===== src/inc/smsr_pkg.sv =====
`default_nettype none

package smsr_pkg;

   // Status register field positions.
   localparam int SMSR_BIT_STATUS_WRITE_DISABLE = 7;
   localparam int SMSR_BIT_QUAD_FLAG            = 6;
   localparam int SMSR_BIT_RSV_HI               = 5;
   localparam int SMSR_BIT_RSV_MID              = 4;
   localparam int SMSR_BIT_BLOCK_PROTECT_HIGH   = 3;
   localparam int SMSR_BIT_BLOCK_PROTECT_LOW    = 2;
   localparam int SMSR_BIT_WRITE_ENABLE_LATCH   = 1;
   localparam int SMSR_BIT_RSV_LO               = 0;

   // Every bit leaves the factory cleared.
   localparam logic [7:0] SMSR_STATUS_RESET = 8'h00;

   // Command codes seen on the link.
   localparam logic [7:0] SMSR_CMD_STATUS_READ      = 8'h05;
   localparam logic [7:0] SMSR_CMD_WRITE_LATCH_SET  = 8'h06;
   localparam logic [7:0] SMSR_CMD_WRITE_LATCH_CLR  = 8'h04;
   localparam logic [7:0] SMSR_CMD_STATUS_WRITE     = 8'h01;
   localparam logic [7:0] SMSR_CMD_QUAD_MODE_ENTER  = 8'h38;
   localparam logic [7:0] SMSR_CMD_QUAD_MODE_EXIT   = 8'hFF;

   // Protected region encoding on the protection output.
   localparam logic [1:0] SMSR_PROT_NONE  = 2'h0;
   localparam logic [1:0] SMSR_PROT_QUART = 2'h1;
   localparam logic [1:0] SMSR_PROT_HALF  = 2'h2;
   localparam logic [1:0] SMSR_PROT_ALL   = 2'h3;

   // Link clock limit and the oversampling clock.
   localparam int SMSR_SCK_MAX_KHZ    = 104000;
   localparam int SMSR_CLK_KHZ        = 40000;
   localparam int SMSR_SYNC_STAGES    = 2;
   // Least link clock period that the oversampler follows: four clk cycles per period.
   localparam int SMSR_SCK_MIN_CLKS   = 4;
   localparam int SMSR_FIFO_DEPTH     = 8;

   // Link pin positions on the four data lines.
   localparam int SMSR_IO_SERIAL_IN   = 0;
   localparam int SMSR_IO_SERIAL_OUT  = 1;
   localparam int SMSR_IO_WRITE_PROT  = 2;
   localparam int SMSR_IO_SUSPEND     = 3;

   typedef enum logic [1:0]
   {
      SMSR_IDLE = 2'b00,
      SMSR_CMD  = 2'b01,
      SMSR_BODY = 2'b10
   } smsr_phase_t;

   // One byte that followed a command, tagged with the command.
   typedef struct packed
   {
      logic [7:0] cmd;
      logic [7:0] data;
   } smsr_xfer_t;

endpackage

`default_nettype wire


===== src/design/smsr_device.sv =====
`timescale 1ns/10ps
`default_nettype none

module smsr_fifo
#(
   parameter int WIDTH = 16,
   parameter int DEPTH = 8
)
(
   input  wire logic             clk,
   input  wire logic             rst_n,
   input  wire logic             in_valid,
   output logic                  in_ready,
   input  wire logic [WIDTH-1:0] in_data,
   output logic                  out_valid,
   input  wire logic             out_ready,
   output logic [WIDTH-1:0]      out_data
);

   localparam int AW = (DEPTH > 1) ? $clog2(DEPTH) : 1;
   localparam logic [AW:0]   FULL_COUNT = (AW+1)'(DEPTH);
   localparam logic [AW-1:0] LAST_SLOT  = AW'(DEPTH - 1);

   logic [WIDTH-1:0] mem [DEPTH];
   logic [AW-1:0]    wr_ptr_reg;
   logic [AW-1:0]    rd_ptr_reg;
   logic [AW:0]      count_reg;
   logic             push;
   logic             pop;

   // Full and empty come from the occupancy count, so neither can lie.
   assign in_ready  = (count_reg != FULL_COUNT);
   assign out_valid = (count_reg != '0);
   assign out_data  = mem[rd_ptr_reg];
   assign push      = in_valid & in_ready;
   assign pop       = out_valid & out_ready;

   // Storage is written only on an accepted push.
   always_ff @(posedge clk)
   begin
      if (push)
      begin
         mem[wr_ptr_reg] <= in_data;
      end
   end

   // Pointers wrap at the last slot, so any depth works.
   always_ff @(posedge clk or negedge rst_n)
   begin
      if (!rst_n)
      begin
         wr_ptr_reg <= '0;
         rd_ptr_reg <= '0;
         count_reg  <= '0;
      end
      else
      begin
         if (push)
         begin
            wr_ptr_reg <= (wr_ptr_reg == LAST_SLOT) ? '0 : wr_ptr_reg + 1'b1;
         end
         if (pop)
         begin
            rd_ptr_reg <= (rd_ptr_reg == LAST_SLOT) ? '0 : rd_ptr_reg + 1'b1;
         end
         if (push && !pop)
         begin
            count_reg <= count_reg + 1'b1;
         end
         else if (pop && !push)
         begin
            count_reg <= count_reg - 1'b1;
         end
      end
   end

endmodule

module smsr_device
   import smsr_pkg::*;
#(
   parameter int FIFO_DEPTH = SMSR_FIFO_DEPTH
)
(
   input  wire logic       clk,
   input  wire logic       rst_n,
   input  wire logic       cs_n_pin,
   input  wire logic       sck_pin,
   input  wire logic [3:0] io_in,
   output logic [3:0]      io_out,
   output logic [3:0]      io_oe,
   input  wire logic       power_restore_pin,
   output logic [7:0]      status_protection_register,
   output logic [1:0]      protect_region,
   output logic            quad_command_mode_flag,
   output logic            spi_mode3,
   output logic            standby,
   output logic            xfer_overflow,
   output logic            xfer_valid,
   input  wire logic       xfer_ready,
   output smsr_xfer_t      xfer_data
);

   // Byte completes after eight single-line or two quad-line rising edges.
   function automatic logic smsr_byte_last(input logic [2:0] cnt, input logic quad);
      smsr_byte_last = quad ? cnt[2] : (cnt == 3'h7);
   endfunction

   // Advance a bit counter by one line or four lines per edge.
   function automatic logic [2:0] smsr_step(input logic [2:0] cnt, input logic quad);
      smsr_step = quad ? (cnt + 3'h4) : (cnt + 3'h1);
   endfunction

   logic [SMSR_SYNC_STAGES-1:0] cs_sync_reg;
   logic [SMSR_SYNC_STAGES-1:0] sck_sync_reg;
   logic [SMSR_SYNC_STAGES-1:0] pwr_sync_reg;
   logic [3:0]                  io_meta_reg;
   logic [3:0]                  io_sync_reg;
   logic                        sck_prev_reg;
   logic                        pwr_prev_reg;
   logic                        cs_eff_reg;
   smsr_phase_t                 phase_reg;
   logic [7:0]                  shift_reg;
   logic [2:0]                  bit_cnt_reg;
   logic [2:0]                  rd_cnt_reg;
   logic [7:0]                  cmd_reg;
   logic                        body_first_reg;
   logic [7:0]                  status_reg;
   logic                        mode3_reg;
   logic [3:0]                  io_out_reg;
   logic [3:0]                  io_oe_reg;
   logic [1:0]                  protect_reg;
   logic                        standby_reg;
   logic                        overflow_reg;

   logic       cs_s;
   logic       sck_s;
   logic       quad;
   logic       hold_act;
   logic       frame_start;
   logic       frame_end;
   logic       rise_ev;
   logic       fall_ev;
   logic       byte_done;
   logic [7:0] shift_next;
   logic       status_cmd;
   logic       push_valid;
   logic       push_ready;
   logic       power_restore;
   logic       status_write_cmd_allowed;
   smsr_xfer_t push_data;

   // Two flops on every pin; only the second flop is read by logic.
   always_ff @(posedge clk or negedge rst_n)
   begin
      if (!rst_n)
      begin
         cs_sync_reg  <= '1;
         sck_sync_reg <= '0;
         pwr_sync_reg <= '0;
         io_meta_reg  <= 4'hF;
         io_sync_reg  <= 4'hF;
      end
      else
      begin
         cs_sync_reg  <= {cs_sync_reg[0], cs_n_pin};
         sck_sync_reg <= {sck_sync_reg[0], sck_pin};
         pwr_sync_reg <= {pwr_sync_reg[0], power_restore_pin};
         io_meta_reg  <= io_in;
         io_sync_reg  <= io_meta_reg;
      end
   end

   assign cs_s  = cs_sync_reg[SMSR_SYNC_STAGES-1];
   assign sck_s = sck_sync_reg[SMSR_SYNC_STAGES-1];
   assign quad  = status_reg[SMSR_BIT_QUAD_FLAG];

   // Suspend only exists in single mode; in quad mode line 3 carries data.
   assign hold_act    = ~quad & ~io_sync_reg[SMSR_IO_SUSPEND];
   assign frame_start = ~hold_act & cs_eff_reg & ~cs_s;
   assign frame_end   = ~hold_act & ~cs_eff_reg & cs_s;

   // Edges count only inside a frame and outside suspend.
   assign rise_ev = ~hold_act & ~cs_eff_reg & sck_s & ~sck_prev_reg;
   assign fall_ev = ~hold_act & ~cs_eff_reg & ~sck_s & sck_prev_reg;

   // Quad mode takes four lines per edge, single mode only the input line.
   assign shift_next = quad ? {shift_reg[3:0], io_sync_reg}
                            : {shift_reg[6:0], io_sync_reg[SMSR_IO_SERIAL_IN]};
   assign byte_done  = rise_ev & smsr_byte_last(bit_cnt_reg, quad);

   assign status_cmd = (cmd_reg == SMSR_CMD_STATUS_READ) ||
                       (cmd_reg == SMSR_CMD_STATUS_WRITE);

   // A latch-cleared device protects the status register outright.
   // Write-protect is a data line in quad mode, so there a set disable bit
   // alone locks the protection fields.
   assign status_write_cmd_allowed = status_reg[SMSR_BIT_WRITE_ENABLE_LATCH] &
                         (quad ? ~status_reg[SMSR_BIT_STATUS_WRITE_DISABLE]
                               : io_sync_reg[SMSR_IO_WRITE_PROT]);

   assign power_restore = pwr_sync_reg[SMSR_SYNC_STAGES-1] & ~pwr_prev_reg;

   // Bytes after any non-status command leave through the buffer.
   assign push_valid     = byte_done && (phase_reg == SMSR_BODY) && !status_cmd;
   assign push_data.cmd  = cmd_reg;
   assign push_data.data = shift_next;

   // Clock history and the suspend-frozen view of chip select.
   always_ff @(posedge clk or negedge rst_n)
   begin
      if (!rst_n)
      begin
         sck_prev_reg <= 1'b0;
         pwr_prev_reg <= 1'b0;
         cs_eff_reg   <= 1'b1;
      end
      else
      begin
         sck_prev_reg <= sck_s;
         pwr_prev_reg <= pwr_sync_reg[SMSR_SYNC_STAGES-1];
         if (!hold_act)
         begin
            cs_eff_reg <= cs_s;
         end
      end
   end

   // Clock polarity is caught once, at the select falling edge.
   always_ff @(posedge clk or negedge rst_n)
   begin
      if (!rst_n)
      begin
         mode3_reg <= 1'b0;
      end
      else if (frame_start)
      begin
         mode3_reg <= sck_s;
      end
   end

   // Frame sequencing; nothing moves between edges, so a stopped clock is harmless.
   always_ff @(posedge clk or negedge rst_n)
   begin
      if (!rst_n)
      begin
         phase_reg      <= SMSR_IDLE;
         shift_reg      <= 8'h00;
         bit_cnt_reg    <= 3'h0;
         cmd_reg        <= 8'h00;
         body_first_reg <= 1'b0;
      end
      else
      begin
         case (phase_reg)
            SMSR_IDLE:
            begin
               if (frame_start)
               begin
                  phase_reg   <= SMSR_CMD;
                  bit_cnt_reg <= 3'h0;
               end
            end
            SMSR_CMD, SMSR_BODY:
            begin
               if (frame_end)
               begin
                  phase_reg <= SMSR_IDLE;
               end
               else if (rise_ev)
               begin
                  shift_reg   <= shift_next;
                  bit_cnt_reg <= smsr_step(bit_cnt_reg, quad);
                  if (byte_done && phase_reg == SMSR_CMD)
                  begin
                     cmd_reg        <= shift_next;
                     phase_reg      <= SMSR_BODY;
                     body_first_reg <= 1'b1;
                  end
                  else if (byte_done)
                  begin
                     body_first_reg <= 1'b0;
                  end
               end
            end
            default:
            begin
               phase_reg <= SMSR_IDLE;
            end
         endcase
      end
   end

   // Status register: power-loss recovery first, then command effects.
   always_ff @(posedge clk or negedge rst_n)
   begin
      if (!rst_n)
      begin
         status_reg <= SMSR_STATUS_RESET;
      end
      else if (power_restore)
      begin
         // Only the volatile bits fall back; protection survives a power loss.
         status_reg[SMSR_BIT_WRITE_ENABLE_LATCH] <= 1'b0;
         status_reg[SMSR_BIT_QUAD_FLAG]          <= 1'b0;
      end
      else if (byte_done && phase_reg == SMSR_CMD)
      begin
         case (shift_next)
            SMSR_CMD_WRITE_LATCH_SET:
            begin
               status_reg[SMSR_BIT_WRITE_ENABLE_LATCH] <= 1'b1;
            end
            SMSR_CMD_WRITE_LATCH_CLR:
            begin
               status_reg[SMSR_BIT_WRITE_ENABLE_LATCH] <= 1'b0;
            end
            SMSR_CMD_QUAD_MODE_ENTER:
            begin
               status_reg[SMSR_BIT_QUAD_FLAG] <= 1'b1;
            end
            SMSR_CMD_QUAD_MODE_EXIT:
            begin
               status_reg[SMSR_BIT_QUAD_FLAG] <= 1'b0;
            end
            default:
            begin
               status_reg <= status_reg;
            end
         endcase
      end
      else if (byte_done && body_first_reg && phase_reg == SMSR_BODY &&
               cmd_reg == SMSR_CMD_STATUS_WRITE && status_write_cmd_allowed)
      begin
         // Quad flag and latch keep their state; the other six bits are stored as written.
         status_reg <= {shift_next[SMSR_BIT_STATUS_WRITE_DISABLE],
                        status_reg[SMSR_BIT_QUAD_FLAG],
                        shift_next[SMSR_BIT_RSV_HI:SMSR_BIT_BLOCK_PROTECT_LOW],
                        status_reg[SMSR_BIT_WRITE_ENABLE_LATCH],
                        shift_next[SMSR_BIT_RSV_LO]};
      end
   end

   // Read data goes out on falling edges only, after the command byte.
   always_ff @(posedge clk or negedge rst_n)
   begin
      if (!rst_n)
      begin
         io_out_reg <= 4'h0;
         io_oe_reg  <= 4'h0;
         rd_cnt_reg <= 3'h0;
      end
      else if (frame_start || frame_end || hold_act || phase_reg != SMSR_BODY)
      begin
         io_oe_reg  <= 4'h0;
         rd_cnt_reg <= 3'h0;
      end
      else if (fall_ev && cmd_reg == SMSR_CMD_STATUS_READ)
      begin
         rd_cnt_reg <= smsr_step(rd_cnt_reg, quad);
         if (quad)
         begin
            io_out_reg <= rd_cnt_reg[2] ? status_reg[3:0] : status_reg[7:4];
            io_oe_reg  <= 4'hF;
         end
         else
         begin
            io_out_reg[SMSR_IO_SERIAL_OUT] <= status_reg[3'h7 - rd_cnt_reg];
            io_oe_reg                      <= 4'h2;
         end
      end
   end

   // Effective protection: a cleared latch protects everything.
   always_ff @(posedge clk or negedge rst_n)
   begin
      if (!rst_n)
      begin
         protect_reg <= SMSR_PROT_ALL;
         standby_reg <= 1'b1;
      end
      else
      begin
         protect_reg <= status_reg[SMSR_BIT_WRITE_ENABLE_LATCH] ?
                        status_reg[SMSR_BIT_BLOCK_PROTECT_HIGH:SMSR_BIT_BLOCK_PROTECT_LOW] :
                        SMSR_PROT_ALL;
         standby_reg <= cs_eff_reg;
      end
   end

   // The link cannot be stalled, so a byte meeting a full buffer is dropped and flagged.
   always_ff @(posedge clk or negedge rst_n)
   begin
      if (!rst_n)
      begin
         overflow_reg <= 1'b0;
      end
      else if (push_valid && !push_ready)
      begin
         overflow_reg <= 1'b1;
      end
      else if (frame_start)
      begin
         overflow_reg <= 1'b0;
      end
   end

   smsr_fifo #(
      .WIDTH ($bits(smsr_xfer_t)),
      .DEPTH (FIFO_DEPTH)
   ) u_fifo (
      .clk       (clk),
      .rst_n     (rst_n),
      .in_valid  (push_valid),
      .in_ready  (push_ready),
      .in_data   (push_data),
      .out_valid (xfer_valid),
      .out_ready (xfer_ready),
      .out_data  (xfer_data)
   );

   assign io_out                     = io_out_reg;
   assign io_oe                      = io_oe_reg;
   assign status_protection_register = status_reg;
   assign protect_region             = protect_reg;
   assign quad_command_mode_flag     = status_reg[SMSR_BIT_QUAD_FLAG];
   assign spi_mode3                  = mode3_reg;
   assign standby                    = standby_reg;
   assign xfer_overflow              = overflow_reg;

endmodule

`default_nettype wire


===== config.mk =====
export PLATFORM = sky130hd
export DESIGN_NAME = smsr_device
export DESIGN_NICKNAME = d
export VERILOG_FILES = /design/src/inc/smsr_pkg.sv /design/src/design/smsr_device.sv
export SDC_FILE = /design/constraint.sdc
export NUM_CORES = 1
export LEC_CHECK = 0
export BUFFER_PORTS_ARGS = -buffer_cell sky130_fd_sc_hd__buf_2
export CAP_MARGIN = 20
export CORE_MARGIN = 1.5
export CORE_UTILIZATION = 45
export CTS_BUF_LIST = sky130_fd_sc_hd__clkbuf_4
export DETAILED_ROUTE_END_ITERATION = 16
export SETUP_SLACK_MARGIN = 0.1
export SYNTH_ARGS = -nofsm -noshare
export SYNTH_HDL_FRONTEND = slang
export SYNTH_HIERARCHICAL = 1
export SYNTH_SLANG_ARGS = --single-unit

===== constraint.sdc =====
create_clock -name clk -period 4.1 [get_ports clk]
set_input_delay 0.205 -clock clk [delete_from_list [all_inputs] [get_ports clk]]
set_output_delay 0.205 -clock clk [all_outputs]
set_load 0.01 [all_outputs]

### Word level (Yosys, flattened, before mapping)

Memory sizes are Yosys's and may differ from the RTL's.
Cells that the tools add are included.

| word-level totals | value |
|---|---|
| input port bits | 10 |
| RAM bits | 128 |
| output and inout port bits | 39 |
| bits in registers | 72 |
| memories | 1 |
| word-level logic and storage cells | 163 |

Memories:

| name | depth | bits a word | rd ports | clocked after memory_dff | wr ports | RTL line | text |
|---|---|---|---|---|---|---|---|
| u_fifo.mem | 8 | 16 | 1 | 0 | 1 | smsr_device.sv:24 | `logic [WIDTH-1:0] mem [DEPTH];` |

| operators by class | value |
|---|---|
| muxes and demuxes | 40 |
| reduce and logical (&&, ||, !) cells | 40 |
| order comparisons | 1 |
| bitwise gates (word level) | 27 |
| equal/unequal tests | 18 |
| add/subtract/negate cells | 9 |

Operators by type and width:

| cell | number |
|---|---|
| two-way mux 3 bit | 9 |
| equality test 8 x 3 -> 1 bit (second input constant) | 3 |
| two-way mux 4 bit | 6 |
| bitwise AND 1 bit | 14 |
| inverter 1 bit | 13 |
| adder 3 x 1 -> 3 bit (second input constant) | 4 |
| two-way mux 1 bit | 12 |
| AND reduction 3 bit | 4 |
| AND reduction 4 bit | 3 |
| nonzero test 2 bit | 6 |
| logical AND 1 bit | 11 |
| two-way mux 2 bit | 5 |
| equality test 3 bit (second input constant) | 3 |
| equality test 8 x 1 -> 1 bit (second input constant) | 1 |
| equality test 8 x 6 -> 1 bit (second input constant) | 1 |
| equality test 8 bit (second input constant) | 1 |
| two-way mux 8 bit | 1 |
| inequality test 2 bit (second input constant) | 4 |
| two-way mux 7 bit | 1 |
| adder 3 bit (second input constant) | 2 |
| two-way mux 6 bit | 1 |
| inequality test 3 bit (second input constant) | 2 |
| case mux 3 bit (2 select lines) | 1 |
| AND reduction 2 bit | 3 |
| 16 further kinds | 24 |

### Longest topological paths before layout

Gate-level depths: netlist (run 1).

| depth | value |
|---|---|
| word-level depth | 14 |
| depth in mapped cells | 13 |
| mapped depth without buffers | 13 |

### By module

The synthesis (run 1) kept the hierarchy.

By module, submodules not included:

| module | cells an instance | area each (µm²) | times used | seq. area each (µm²) |
|---|---|---|---|---|
| smsr_fifo | 250 | 5596.6 | 1 | 4093.9 |
| smsr_device | 222 | 2753.9 | 1 | 1519.0 |

### Least setup slack after synthesis (run 1)

Ideal clock, no wire load.

| timing path | value |
|---|---|
| path kind | reg-to-reg |
| start | register bit_cnt_reg[0] |
| end | memory u_fifo.mem[0][0], enable pin |
| slack | 0.775 ns |
| cell stages (with the launch flop) | 8 |
| required time | 3.670 ns |
| setup time | 0.430 ns |
| buffers on the path | 0 |
| period minus slack after synthesis | 3.325 ns |
| arrival time | 2.895 ns |
| path through | dfrtp_1 > ha_1 > ha_1 > mux2_2 > nand4_2 > a21oi_1 > nand2_2 > nor4_1 |

| on the way | value |
|---|---|
| word-level cells in the longest chain between the ends | 8 |

Ends and longest elaborated chain:

| item | RTL line | text |
|---|---|---|
| start, declared | smsr_device.sv:124 | `logic [2:0] bit_cnt_reg;` |
| start signal, assigned | smsr_device.sv:273 | `bit_cnt_reg <= smsr_step(bit_cnt_reg, quad);` |
| equality test 3 bit | smsr_device.sv:106 | `smsr_byte_last = quad ? cnt[2] : (cnt == 3'h7);` |
| two-way mux 1 bit | smsr_device.sv:106 |  |
| bitwise AND 1 bit | smsr_device.sv:190 | `assign byte_done = rise_ev & smsr_byte_last(bit_cnt_reg, quad);` |
| logical AND 1 bit (2 in series) | smsr_device.sv:205 | `assign push_valid = byte_done && (phase_reg == SMSR_BODY) && !status_cmd;` |
| named net push_valid | smsr_device.sv:147 | `logic push_valid;` |
| bitwise AND 1 bit | smsr_device.sv:35 | `assign push = in_valid & in_ready;` |
| two-way mux 1 bit | smsr_device.sv:41 | `if (push)` |
| two-way mux 1 bit (not written as such) | smsr_device.sv:43 | `mem[wr_ptr_reg] <= in_data;` |
| end, declared | smsr_device.sv:24 |  |

The timed path passes the listed nets, and every way through them passes these cells.

### Worst setup path after layout (run 1)

| timing path | value |
|---|---|
| start | register bit_cnt_reg[0] |
| end | register u_fifo.count_reg[3] |

| on the way | value |
|---|---|
| word-level cells in the longest chain between the ends | 9 |
| elaborated cells between the ends (all ways) | 11 |
| classes of those cells | eq/ne (1); mux (2); bitwise (2); reduce/logical (6) |

Ends and longest elaborated chain:

| item | RTL line | text |
|---|---|---|
| equality test 3 bit (*) | smsr_device.sv:106 |  |
| two-way mux 1 bit (*) | smsr_device.sv:106 |  |
| bitwise AND 1 bit (*) | smsr_device.sv:190 |  |
| logical AND 1 bit (*) (2 in series) | smsr_device.sv:205 |  |
| named net push_valid | smsr_device.sv:147 |  |
| bitwise AND 1 bit (*) | smsr_device.sv:35 |  |
| named net u_fifo.push | smsr_device.sv:28 | `logic push;` |
| logical NOT 1 bit | smsr_device.sv:70 | `else if (pop && !push)` |
| logical AND 1 bit | smsr_device.sv:70 |  |
| nonzero test 2 bit (no line) | - |  |
| end signal, assigned | smsr_device.sv:68 | `count_reg <= count_reg + 1'b1;` |
| end signal, assigned | smsr_device.sv:72 | `count_reg <= count_reg - 1'b1;` |
| end, declared | smsr_device.sv:27 | `logic [AW:0] count_reg;` |

Mark *: on every way through the listed nets, which the timed path passes. The rest lies on a longest branch.
A chain may end at the register's enable or synchronous reset.

==> impl_metrics.env, run 1 <==
export IMPL_numCtsBuffers=17
export IMPL_syn_avg_cell_area_um2=17.7
export IMPL_placed_area_um2=8860
export IMPL_worstSetupStartpointType="register"
export IMPL_place_congestion=0.746
export IMPL_synth_warnings=6
export IMPL_path_cells="ha_1 -> ha_1 -> mux2_2 -> nand4_2 -> a21oi_1 -> nand2_2 -> inv_1 -> ha_1 -> inv_1 -> ha_1 -> or4_1 -> o211ai_1 -> o211ai_1"
export IMPL_firstDrtPassIters=10
export IMPL_seqPwrFrac=0.625
export IMPL_gr_usage_met3=0.0420
export IMPL_wl_mm=16.0
export IMPL_wire_per_inst_um=20.4
export IMPL_synthSimpleGateAreaFrac=0.0649
export IMPL_critical_path_max_stage_delay_ns=0.52
export IMPL_final_max_slew_violation_count=0
export IMPL_power_leakage_nw=3.50
export IMPL_die_area_um2=19400
export IMPL_hp_class="primary input to register"
export IMPL_ant_nets=0
export IMPL_power_frac_comb=0.053
export IMPL_grt_most_used_layer="met2"
export IMPL_worst_pin_slew_ns=1.03
export IMPL_post_cts_resized=0
export IMPL_crit_arrival_ns=3.75
export IMPL_drive_above_1_share=0.322
export IMPL_max_freq_mhz=304
export IMPL_cts_setup_buffers=0
export IMPL_start_util=0.462
export IMPL_grt_max_degree=37
export IMPL_fin_area_um2=9260
export IMPL_hold_viol_final=0
export IMPL_clkPwrFrac=0.321
export IMPL_route_vias_total=4367
export IMPL_grt_usage=0.174
export IMPL_place_port_buffers=48
export IMPL_drc=2
export IMPL_crit_buf_inv=2
export IMPL_setup_violations_final=0
export IMPL_clock_latency_ns=0.56
export IMPL_slowest_stage="or4_1"
export IMPL_cts_hold_buffers=8
export IMPL_rows=49
export IMPL_grt_overflow_total=0
export IMPL_syn_nets=496
export IMPL_syn_area_um2=8350
export IMPL_clock_sinks=198
export IMPL_final_common_cell="edfxtp_1"
export IMPL_synth_cell_types=61
export IMPL_setup_tns_ns=0
export IMPL_clk_path_buf_depth=2
export IMPL_crit_family="adder cells"
export IMPL_synthArstFlopShare=0.354
export IMPL_crit_fanout=8
export IMPL_grt_pass1_wl_mm=25.1
export IMPL_period_share=0.801
export IMPL_cp_depth=13
export IMPL_reg2reg_depth=13
export IMPL_via_per_inst=5.58
export IMPL_irDropWorstVdd_mv=0.265
export IMPL_holdPathStages=3
export IMPL_cts_tree="built"
export IMPL_outcome="finished with violations"
export IMPL_area_growth_pct=10.9
export IMPL_synth_top_family_by_area="multiplexers"
export IMPL_h_tree_depth=4
export IMPL_core_um2=18100
export IMPL_rsz0062_at_grt="false"
export IMPL_synth_fa_ha_area_frac=0.0219
export IMPL_period_needed_ns=3.29
export IMPL_switchingPower_mw=0.751
export IMPL_largest_reg_flops=128
export IMPL_synth_compound_area_frac=0.0372
export IMPL_ys_seq_elements=198
export IMPL_final_cell_mix="edfxtp_1, mux2_2, dfrtp_1"
export IMPL_required_ns=4.56
export IMPL_relSlewSlack=0.316
export IMPL_synth_seq_area_share=0.672
export IMPL_met1_usage=0.225
export IMPL_antenna_found_initial=1
export IMPL_die_h_um=139
export IMPL_final_setup_skew_ns=0.0262
export IMPL_drtIter0Drc=271
export IMPL_crit_path_end_kind="register"
export IMPL_hpwl_mm=9.68
export IMPL_cpMostUsedCell="ha_1"
export IMPL_nets=564
export IMPL_grt_pass1_vias=4460
export IMPL_p_int_mw=2.75
export IMPL_violations="design-rule violations"
export IMPL_use_met2=0.297
export IMPL_muxShareOfSynthArea=0.181
export IMPL_cts_clk_slew_worst_paths_ns=0.16
export IMPL_synth_edf_count=128
export IMPL_die_w_um=139
export IMPL_syn_inst=472
export IMPL_synth_main_ff_cell="edfxtp_1"
export IMPL_timing_worst_setup_path_type="register to register"
export IMPL_ios=49
export IMPL_yosys_area_share_xor_xnor=0.00315
export IMPL_cts_root_buf="clkbuf_4"
export IMPL_maxCapViolCount=0
export IMPL_swShare=0.215
export IMPL_power_density_nw_per_um2=378
## tightest hold or removal path, stage by stage
cell and delay, ns:
buf_2 0.09, nand2_1 0.17, mux2_2 0.19
## layout make-up
cell class	instances	area (um2)
Multi-Input combinational cell	246	2600
Fill cell	1505	8820
Tap cell	229	287
Clock inverter	10	153
Inverter	9	33.8
Timing Repair Buffer	68	410
Clock buffer	22	165
Antenna cell	1	2.50
Sequential cell	198	5610
## routing by layer
layer,vias up,share of wire
li1,2018,-
met1,2251,0.44
met2,82,0.50
met3,16,0.042
met4,0,0.012
met5,-,0
## logic make-up (layout without fill, tap and decap cells)
kind of cell             after synthesis  count (layout)
AND/OR/NAND/NOR                       89              89
XOR/XNOR                               3               3
multiplexers                          93              93
flip-flops                           198             198
buffers and inverters                 28             109
AO/OA/AOI/OAI                         47              47
adder cells (fa/ha/maj)               14              14
other                                  0               1
## through the flow
stage	worst slack (ns)	util	cells	power (mW)	hold WS (ns)
2_1_floorplan	0.775	-	472	2.34	-0.0906
3_3_place_gp	1.03	0.490	742	2.40	0.308
3_5_place_dp	0.816	0.490	742	2.41	0.311
4_1_cts	0.827	0.512	782	3.53	0.0657
5_1_grt	0.528	0.512	783	3.64	0.0754
6_report	0.814	0.512	783	3.50	0.114
## Yosys cell counts, types with 3 or more instances
cell	instances	area, um2
dfrtp_1	56	1400
o21ai_0	12	60.1
nor3_1	7	35.0
mux4_1	29	762
o211ai_1	5	37.5
or3_1	4	25.0
mux4_2	3	67.6
ha_1	13	163
edfxtp_1	128	3840
a21oi_1	13	65.1
nor2_1	10	37.5
buf_4	3	22.5
clkbuf_1	5	18.8
nor2b_1	3	18.8
mux2_2	56	631
nand3_1	11	55.1
nand4_1	3	18.8
dfstp_2	14	368
nand2b_1	8	50.1
nand2_1	17	63.8
mux2i_1	5	50.1
buf_2	6	30.0
xnor2_1	3	26.3
inv_1	9	33.8
## power groups by stage
stage	logic [mW]	registers, mW	clock network, mW
after floorplan	0.119	2.22	0
after CTS	0.188	2.19	1.15
final	0.186	2.19	1.12
after global placement	0.175	2.23	0
after detailed placement	0.181	2.23	0
after global routing	0.210	2.19	1.23
## path summary, 6_finish.rpt
| kind | from | to | slack, ns |
|---|---|---|---|
| max | bit_cnt_reg[0] | u_fifo/count_reg[3] | 0.81 |
| min | xfer_ready | u_fifo/rd_ptr_reg[2] | 0.11 |
| max reg2reg | bit_cnt_reg[0] | u_fifo/count_reg[3] | 0.81 |
| min reg2reg | cs_sync_reg[0] | cs_sync_reg[1] | 0.37 |
| max in group asynchronous | rst_n | protect_region[1] | 2.86 |
| min in group asynchronous | rst_n | u_fifo/count_reg[3] | 0.24 |
No activity file was read; power rests on OpenSTA's default activity.
==> inputs of run 2 (changes only) <==
clock period = 2.85 ns   (was 4.1 ns; I/O delays follow)
==> impl_metrics.env, run 2 (synthesis results as in run 1) <==
export IMPL_outcome="finished with violations"
export IMPL_violations="design-rule violations"
export IMPL_h_tree_depth=4
export IMPL_relSlewSlack=0.416
export IMPL_stdcell_count=792
export IMPL_die_w_um=139
export IMPL_hold_slack_ns=0.0649
export IMPL_rsz0062_at_grt="true"
export IMPL_final_max_slew_violation_count=0
export IMPL_worstSetupStartpointType="register"
export IMPL_nets=574
export IMPL_grt_pass1_vias=4722
export IMPL_numCtsBuffers=17
export IMPL_core_um2=18100
export IMPL_drtIter0Drc=283
export IMPL_place_port_buffers=48
export IMPL_required_ns=3.31
export IMPL_crit_arrival_ns=3.14
export IMPL_drive_above_1_share=0.342
export IMPL_via_per_inst=5.61
export IMPL_setup_violations_final=0
export IMPL_die_h_um=139
export IMPL_clk_path_buf_depth=2
export IMPL_cts_tree="built"
export IMPL_critical_path_max_stage_delay_ns=0.48
export IMPL_antenna_found_initial=1
export IMPL_placed_area_um2=8940
export IMPL_cts_root_buf="clkbuf_4"
export IMPL_grt_pass1_wl_mm=26.1
export IMPL_grt_max_degree=71
export IMPL_final_setup_skew_ns=0.0189
export IMPL_start_util=0.462
export IMPL_period_needed_ns=2.68
export IMPL_fin_area_um2=9350
export IMPL_irDropWorstVdd_mv=0.383
export IMPL_path_cells="ha_2 -> ha_1 -> mux2_4 -> nand4_4 -> a21oi_2 -> nand2_2 -> inv_1 -> ha_4 -> inv_4 -> ha_4 -> or4_4 -> o211ai_1 -> o211ai_1"
export IMPL_area_growth_pct=12.0
export IMPL_firstDrtPassIters=12
export IMPL_clock_sinks=198
export IMPL_slowest_stage="or4_4"
export IMPL_maxCapViolCount=0
export IMPL_power_leakage_nw=3.52
export IMPL_route_vias_total=4444
export IMPL_die_area_um2=19400
export IMPL_fillers=1485
export IMPL_grt_usage=0.179
export IMPL_place_congestion=0.856
export IMPL_cts_clk_slew_worst_paths_ns=0.15
export IMPL_clock_latency_ns=0.58
export IMPL_timing_worst_setup_path_type="register to register"
export IMPL_wire_per_inst_um=20.4
export IMPL_dp_cells=748
export IMPL_worst_pin_slew_ns=0.876
export IMPL_hp_class="primary input to register"
export IMPL_final_cell_mix="edfxtp_1, dfrtp_1, mux2_2"
export IMPL_rows=49
export IMPL_setup_tns_ns=0
export IMPL_ant_nets=0
export IMPL_final_common_cell="edfxtp_1"
export IMPL_drc=2
export IMPL_power_density_nw_per_um2=517
export IMPL_wl_mm=16.2
export IMPL_fin_util=0.517
export IMPL_largest_reg_flops=128
export IMPL_crit_path_end_kind="register"
export IMPL_period_share=0.939
export IMPL_hold_viol_final=0
export IMPL_crit_fanout=6
export IMPL_grt_overflow_total=0
export IMPL_max_freq_mhz=374
export IMPL_ios=49
export IMPL_hpwl_mm=9.88
## run 2: power by group
| group | internal [mW] | switching [mW] | total [mW] | leakage, nW |
|---|---|---|---|---|
| logic | 0.132 | 0.175 | 0.307 | 1.27 |
| clock network | 0.437 | 0.952 | 1.39 | 0.129 |
| registers | 3.10 | 0.0379 | 3.14 | 2.12 |
## run 2: critical path, delay by kind of cell (launching register included)
kind            cells  cell delay (ns)
fa+ha+maj           4             0.74
simple gates        3             0.67
flops               1             0.41
compound gates      3             0.31
mux                 1             0.30
buf+inv             2             0.13
## run 2: routing by layer
layer / track usage / share of wire / up-vias
li1: - / - / 2053
met1: 0.227 / 0.45 / 2296
met2: 0.309 / 0.51 / 81
met3: 0.0413 / 0.030 / 14
met4: 0.0554 / 0.013 / 0
met5: 0 / 0 / -
## run 2: path summary, 6_finish.rpt
path / startpoint / end / slack (ns) / cells past startpoint
max in group asynchronous: rst_n / cmd_reg[1] / 2.08 / 2
worst min register to register: io_meta_reg[2] / io_sync_reg[2] / 0.36 / 0
worst min-delay path: xfer_ready / u_fifo/rd_ptr_reg[0] / 0.06 / 3
min in group asynchronous: rst_n / u_fifo/count_reg[2] / 0.20 / 2
worst max-delay path: bit_cnt_reg[0] / u_fifo/count_reg[3] / 0.17 / 13
worst max register to register: bit_cnt_reg[0] / u_fifo/count_reg[3] / 0.17 / 13
## run 2: cell type report
cell class | count | area (um2) | share of cell area
Sequential cell | 198 | 5610 | 0.600
Inverter | 9 | 36.3 | 0.00388
Antenna cell | 1 | 2.50 | 0.000268
Clock buffer | 17 | 128 | 0.0137
Multi-Input combinational cell | 246 | 2650 | 0.284
Tap cell | 229 | 287 | 0.0306
Clock inverter | 14 | 125 | 0.0134
Timing Repair Buffer | 78 | 504 | 0.0539
## run 2: repair_timing
| item | CTS | global route |
|---|---|---|
| resized for setup | 5 | 3 |
| pin swaps | 1 | 3 |
| setup buffers | 3 | 1 |
| endpoints found under the hold margin | 63 | 0 |
| hold buffers | 8 | 0 |
| setup endpoints to repair | 1 | 16 |
## run 2: metrics by stage
stage / setup WS [ns] / power [mW]
floorplan: -0.0702 / 3.37
global placement: 0.0978 / 3.46
detailed placement: -0.0771 / 3.47
CTS: 0.115 / 4.87
global route: 0.0476 / 5.04
finish: 0.173 / 4.84
==> inputs of run 3 (changes only) <==
CORE_ASPECT_RATIO = 0.9   (was not set)
==> impl_metrics.env, run 3 (synthesis results as in run 1) <==
export IMPL_outcome="finished clean"
export IMPL_wire_per_inst_um=20.1
export IMPL_max_freq_mhz=366
export IMPL_route_vias_total=4449
export IMPL_largest_reg_flops=128
export IMPL_crit_fanout=5
export IMPL_wl_mm=16.3
export IMPL_period_needed_ns=2.73
export IMPL_via_per_inst=5.49
export IMPL_cts_clk_slew_worst_paths_ns=0.15
export IMPL_die_w_um=147
export IMPL_die_area_um2=19400
export IMPL_maxCapViolCount=0
export IMPL_crit_buf_inv=2
export IMPL_rsz0062_at_grt="true"
export IMPL_cts_root_buf="clkbuf_4"
export IMPL_start_util=0.457
export IMPL_numCtsBuffers=17
export IMPL_drtIter0Drc=204
export IMPL_crit_path_end_kind="register"
export IMPL_path_cells="ha_1 -> ha_1 -> mux2_4 -> nand4_4 -> a21oi_2 -> nand2_2 -> inv_1 -> ha_4 -> inv_4 -> ha_4 -> or4_1 -> o211ai_1 -> o211ai_1"
export IMPL_period_share=0.959
export IMPL_timing_worst_setup_path_type="register to register"
export IMPL_antenna_found_initial=1
export IMPL_hpwl_mm=10.1
export IMPL_place_congestion=0.799
export IMPL_critical_path_max_stage_delay_ns=0.49
export IMPL_area_growth_pct=12.7
export IMPL_use_met2=0.299
export IMPL_gr_usage_met3=0.0346
export IMPL_final_common_cell="edfxtp_1"
export IMPL_grt_pass1_wl_mm=26.0
export IMPL_place_port_buffers=48
export IMPL_placed_area_um2=8960
export IMPL_clock_latency_ns=0.58
export IMPL_grt_most_used_layer="met2"
export IMPL_drive_above_1_share=0.347
export IMPL_final_max_slew_violation_count=0
export IMPL_die_h_um=132
export IMPL_fin_area_um2=9410
export IMPL_firstDrtPassIters=4
export IMPL_grt_max_degree=36
export IMPL_final_cell_mix="edfxtp_1, dfrtp_1, mux2_2"
export IMPL_cts_tree="built"
export IMPL_grt_pass1_vias=4678
export IMPL_h_tree_depth=4
export IMPL_power_density_nw_per_um2=528
export IMPL_drc=0
export IMPL_slowest_stage="or4_1"
export IMPL_relSlewSlack=0.512
export IMPL_power_leakage_nw=3.56
export IMPL_ios=49
export IMPL_required_ns=3.30
export IMPL_ant_nets=0
export IMPL_hold_viol_final=0
export IMPL_irDropWorstVdd_mv=0.372
export IMPL_crit_arrival_ns=3.19
export IMPL_grt_overflow_total=0
export IMPL_grt_usage=0.179
export IMPL_nets=577
export IMPL_power_total_mw=4.97
export IMPL_core_um2=18300
export IMPL_worstSetupStartpointType="register"
export IMPL_crit_family="adder cells"
export IMPL_fillers=1516
export IMPL_rows=47
export IMPL_setup_violations_final=0
export IMPL_hp_class="primary input to async pin"
export IMPL_final_setup_skew_ns=0.0284
export IMPL_worst_pin_slew_ns=0.726
export IMPL_clk_path_buf_depth=2
export IMPL_met1_usage=0.236
export IMPL_clock_sinks=198
run 3: power by group:
part	total, mW	switching [mW]	leakage, nW	internal [mW]
logic	0.308	0.175	1.28	0.132
clock network	1.51	0.965	0.157	0.547
registers	3.15	0.0411	2.12	3.10
run 3: metal layers:
metal,up-vias,routed length (um),part of all wire
met4,0,221,0.014
li1,2042,-,-
met3,14,507,0.031
met1,2310,7460,0.46
met2,83,8070,0.50
met5,-,0,0
run 3: per-stage QoR:
stage	hold WS [ns]	util	setup WS, ns	TNS [ns]	cells
after global routing	0.0531	0.515	0.0542	0	811
after global placement	0.167	0.490	0.105	0	766
after CTS	0.0295	0.513	0.110	0	807
after detailed placement	0.175	0.490	-0.0277	-0.0277	766
after floorplan	-0.153	-	-0.0702	-3.37	472
final	0.0707	0.515	0.116	0	811
run 3: final timing paths:
check / depth (start not counted) / slack [ns] / to / from
min: 2 / 0.07 / io_out[0] / rst_n
max reg2reg: 13 / 0.12 / u_fifo/count_reg[3] / bit_cnt_reg[1]
max in group asynchronous: 3 / 1.97 / io_sync_reg[2] / rst_n
min in group clk: 3 / 0.07 / u_fifo/rd_ptr_reg[0] / xfer_ready
max: 13 / 0.12 / u_fifo/count_reg[3] / bit_cnt_reg[1]
min reg2reg: 0 / 0.35 / cs_sync_reg[1] / cs_sync_reg[0]
run 3: timing repair:
action | 4_1_cts | 5_1_grt
endpoints found under the hold margin | 31 | 0
gates resized for setup | 5 | 1
buffers inserted | 2 | 3
cloned | 0 | 0
hold buffers | 8 | 0
setup endpoints to repair | 1 | 9
pin swaps | 1 | 1
run 3: worst reg2reg max path, stage by stage, from the launching register on:
cell	delay, ns
dfrtp_1	0.43
ha_1	0.19
ha_1	0.17
mux2_4	0.30
nand4_4	0.12
a21oi_2	0.06
nand2_2	0.09
inv_1	0.07
ha_4	0.18
inv_4	0.07
ha_4	0.22
or4_1	0.49
o211ai_1	0.12
o211ai_1	0.11
run 3: cell type report:
type / instances / area, um2 / area share
clock inverter: 14 / 166 / 0.0177
inverter: 9 / 36.3 / 0.00386
sequential: 198 / 5610 / 0.596
timing repair buffer: 81 / 512 / 0.0544
tap: 245 / 307 / 0.0326
antenna: 1 / 2.50 / 0.000266
clock buffer: 17 / 128 / 0.0136
multi-input combinational: 246 / 2650 / 0.281
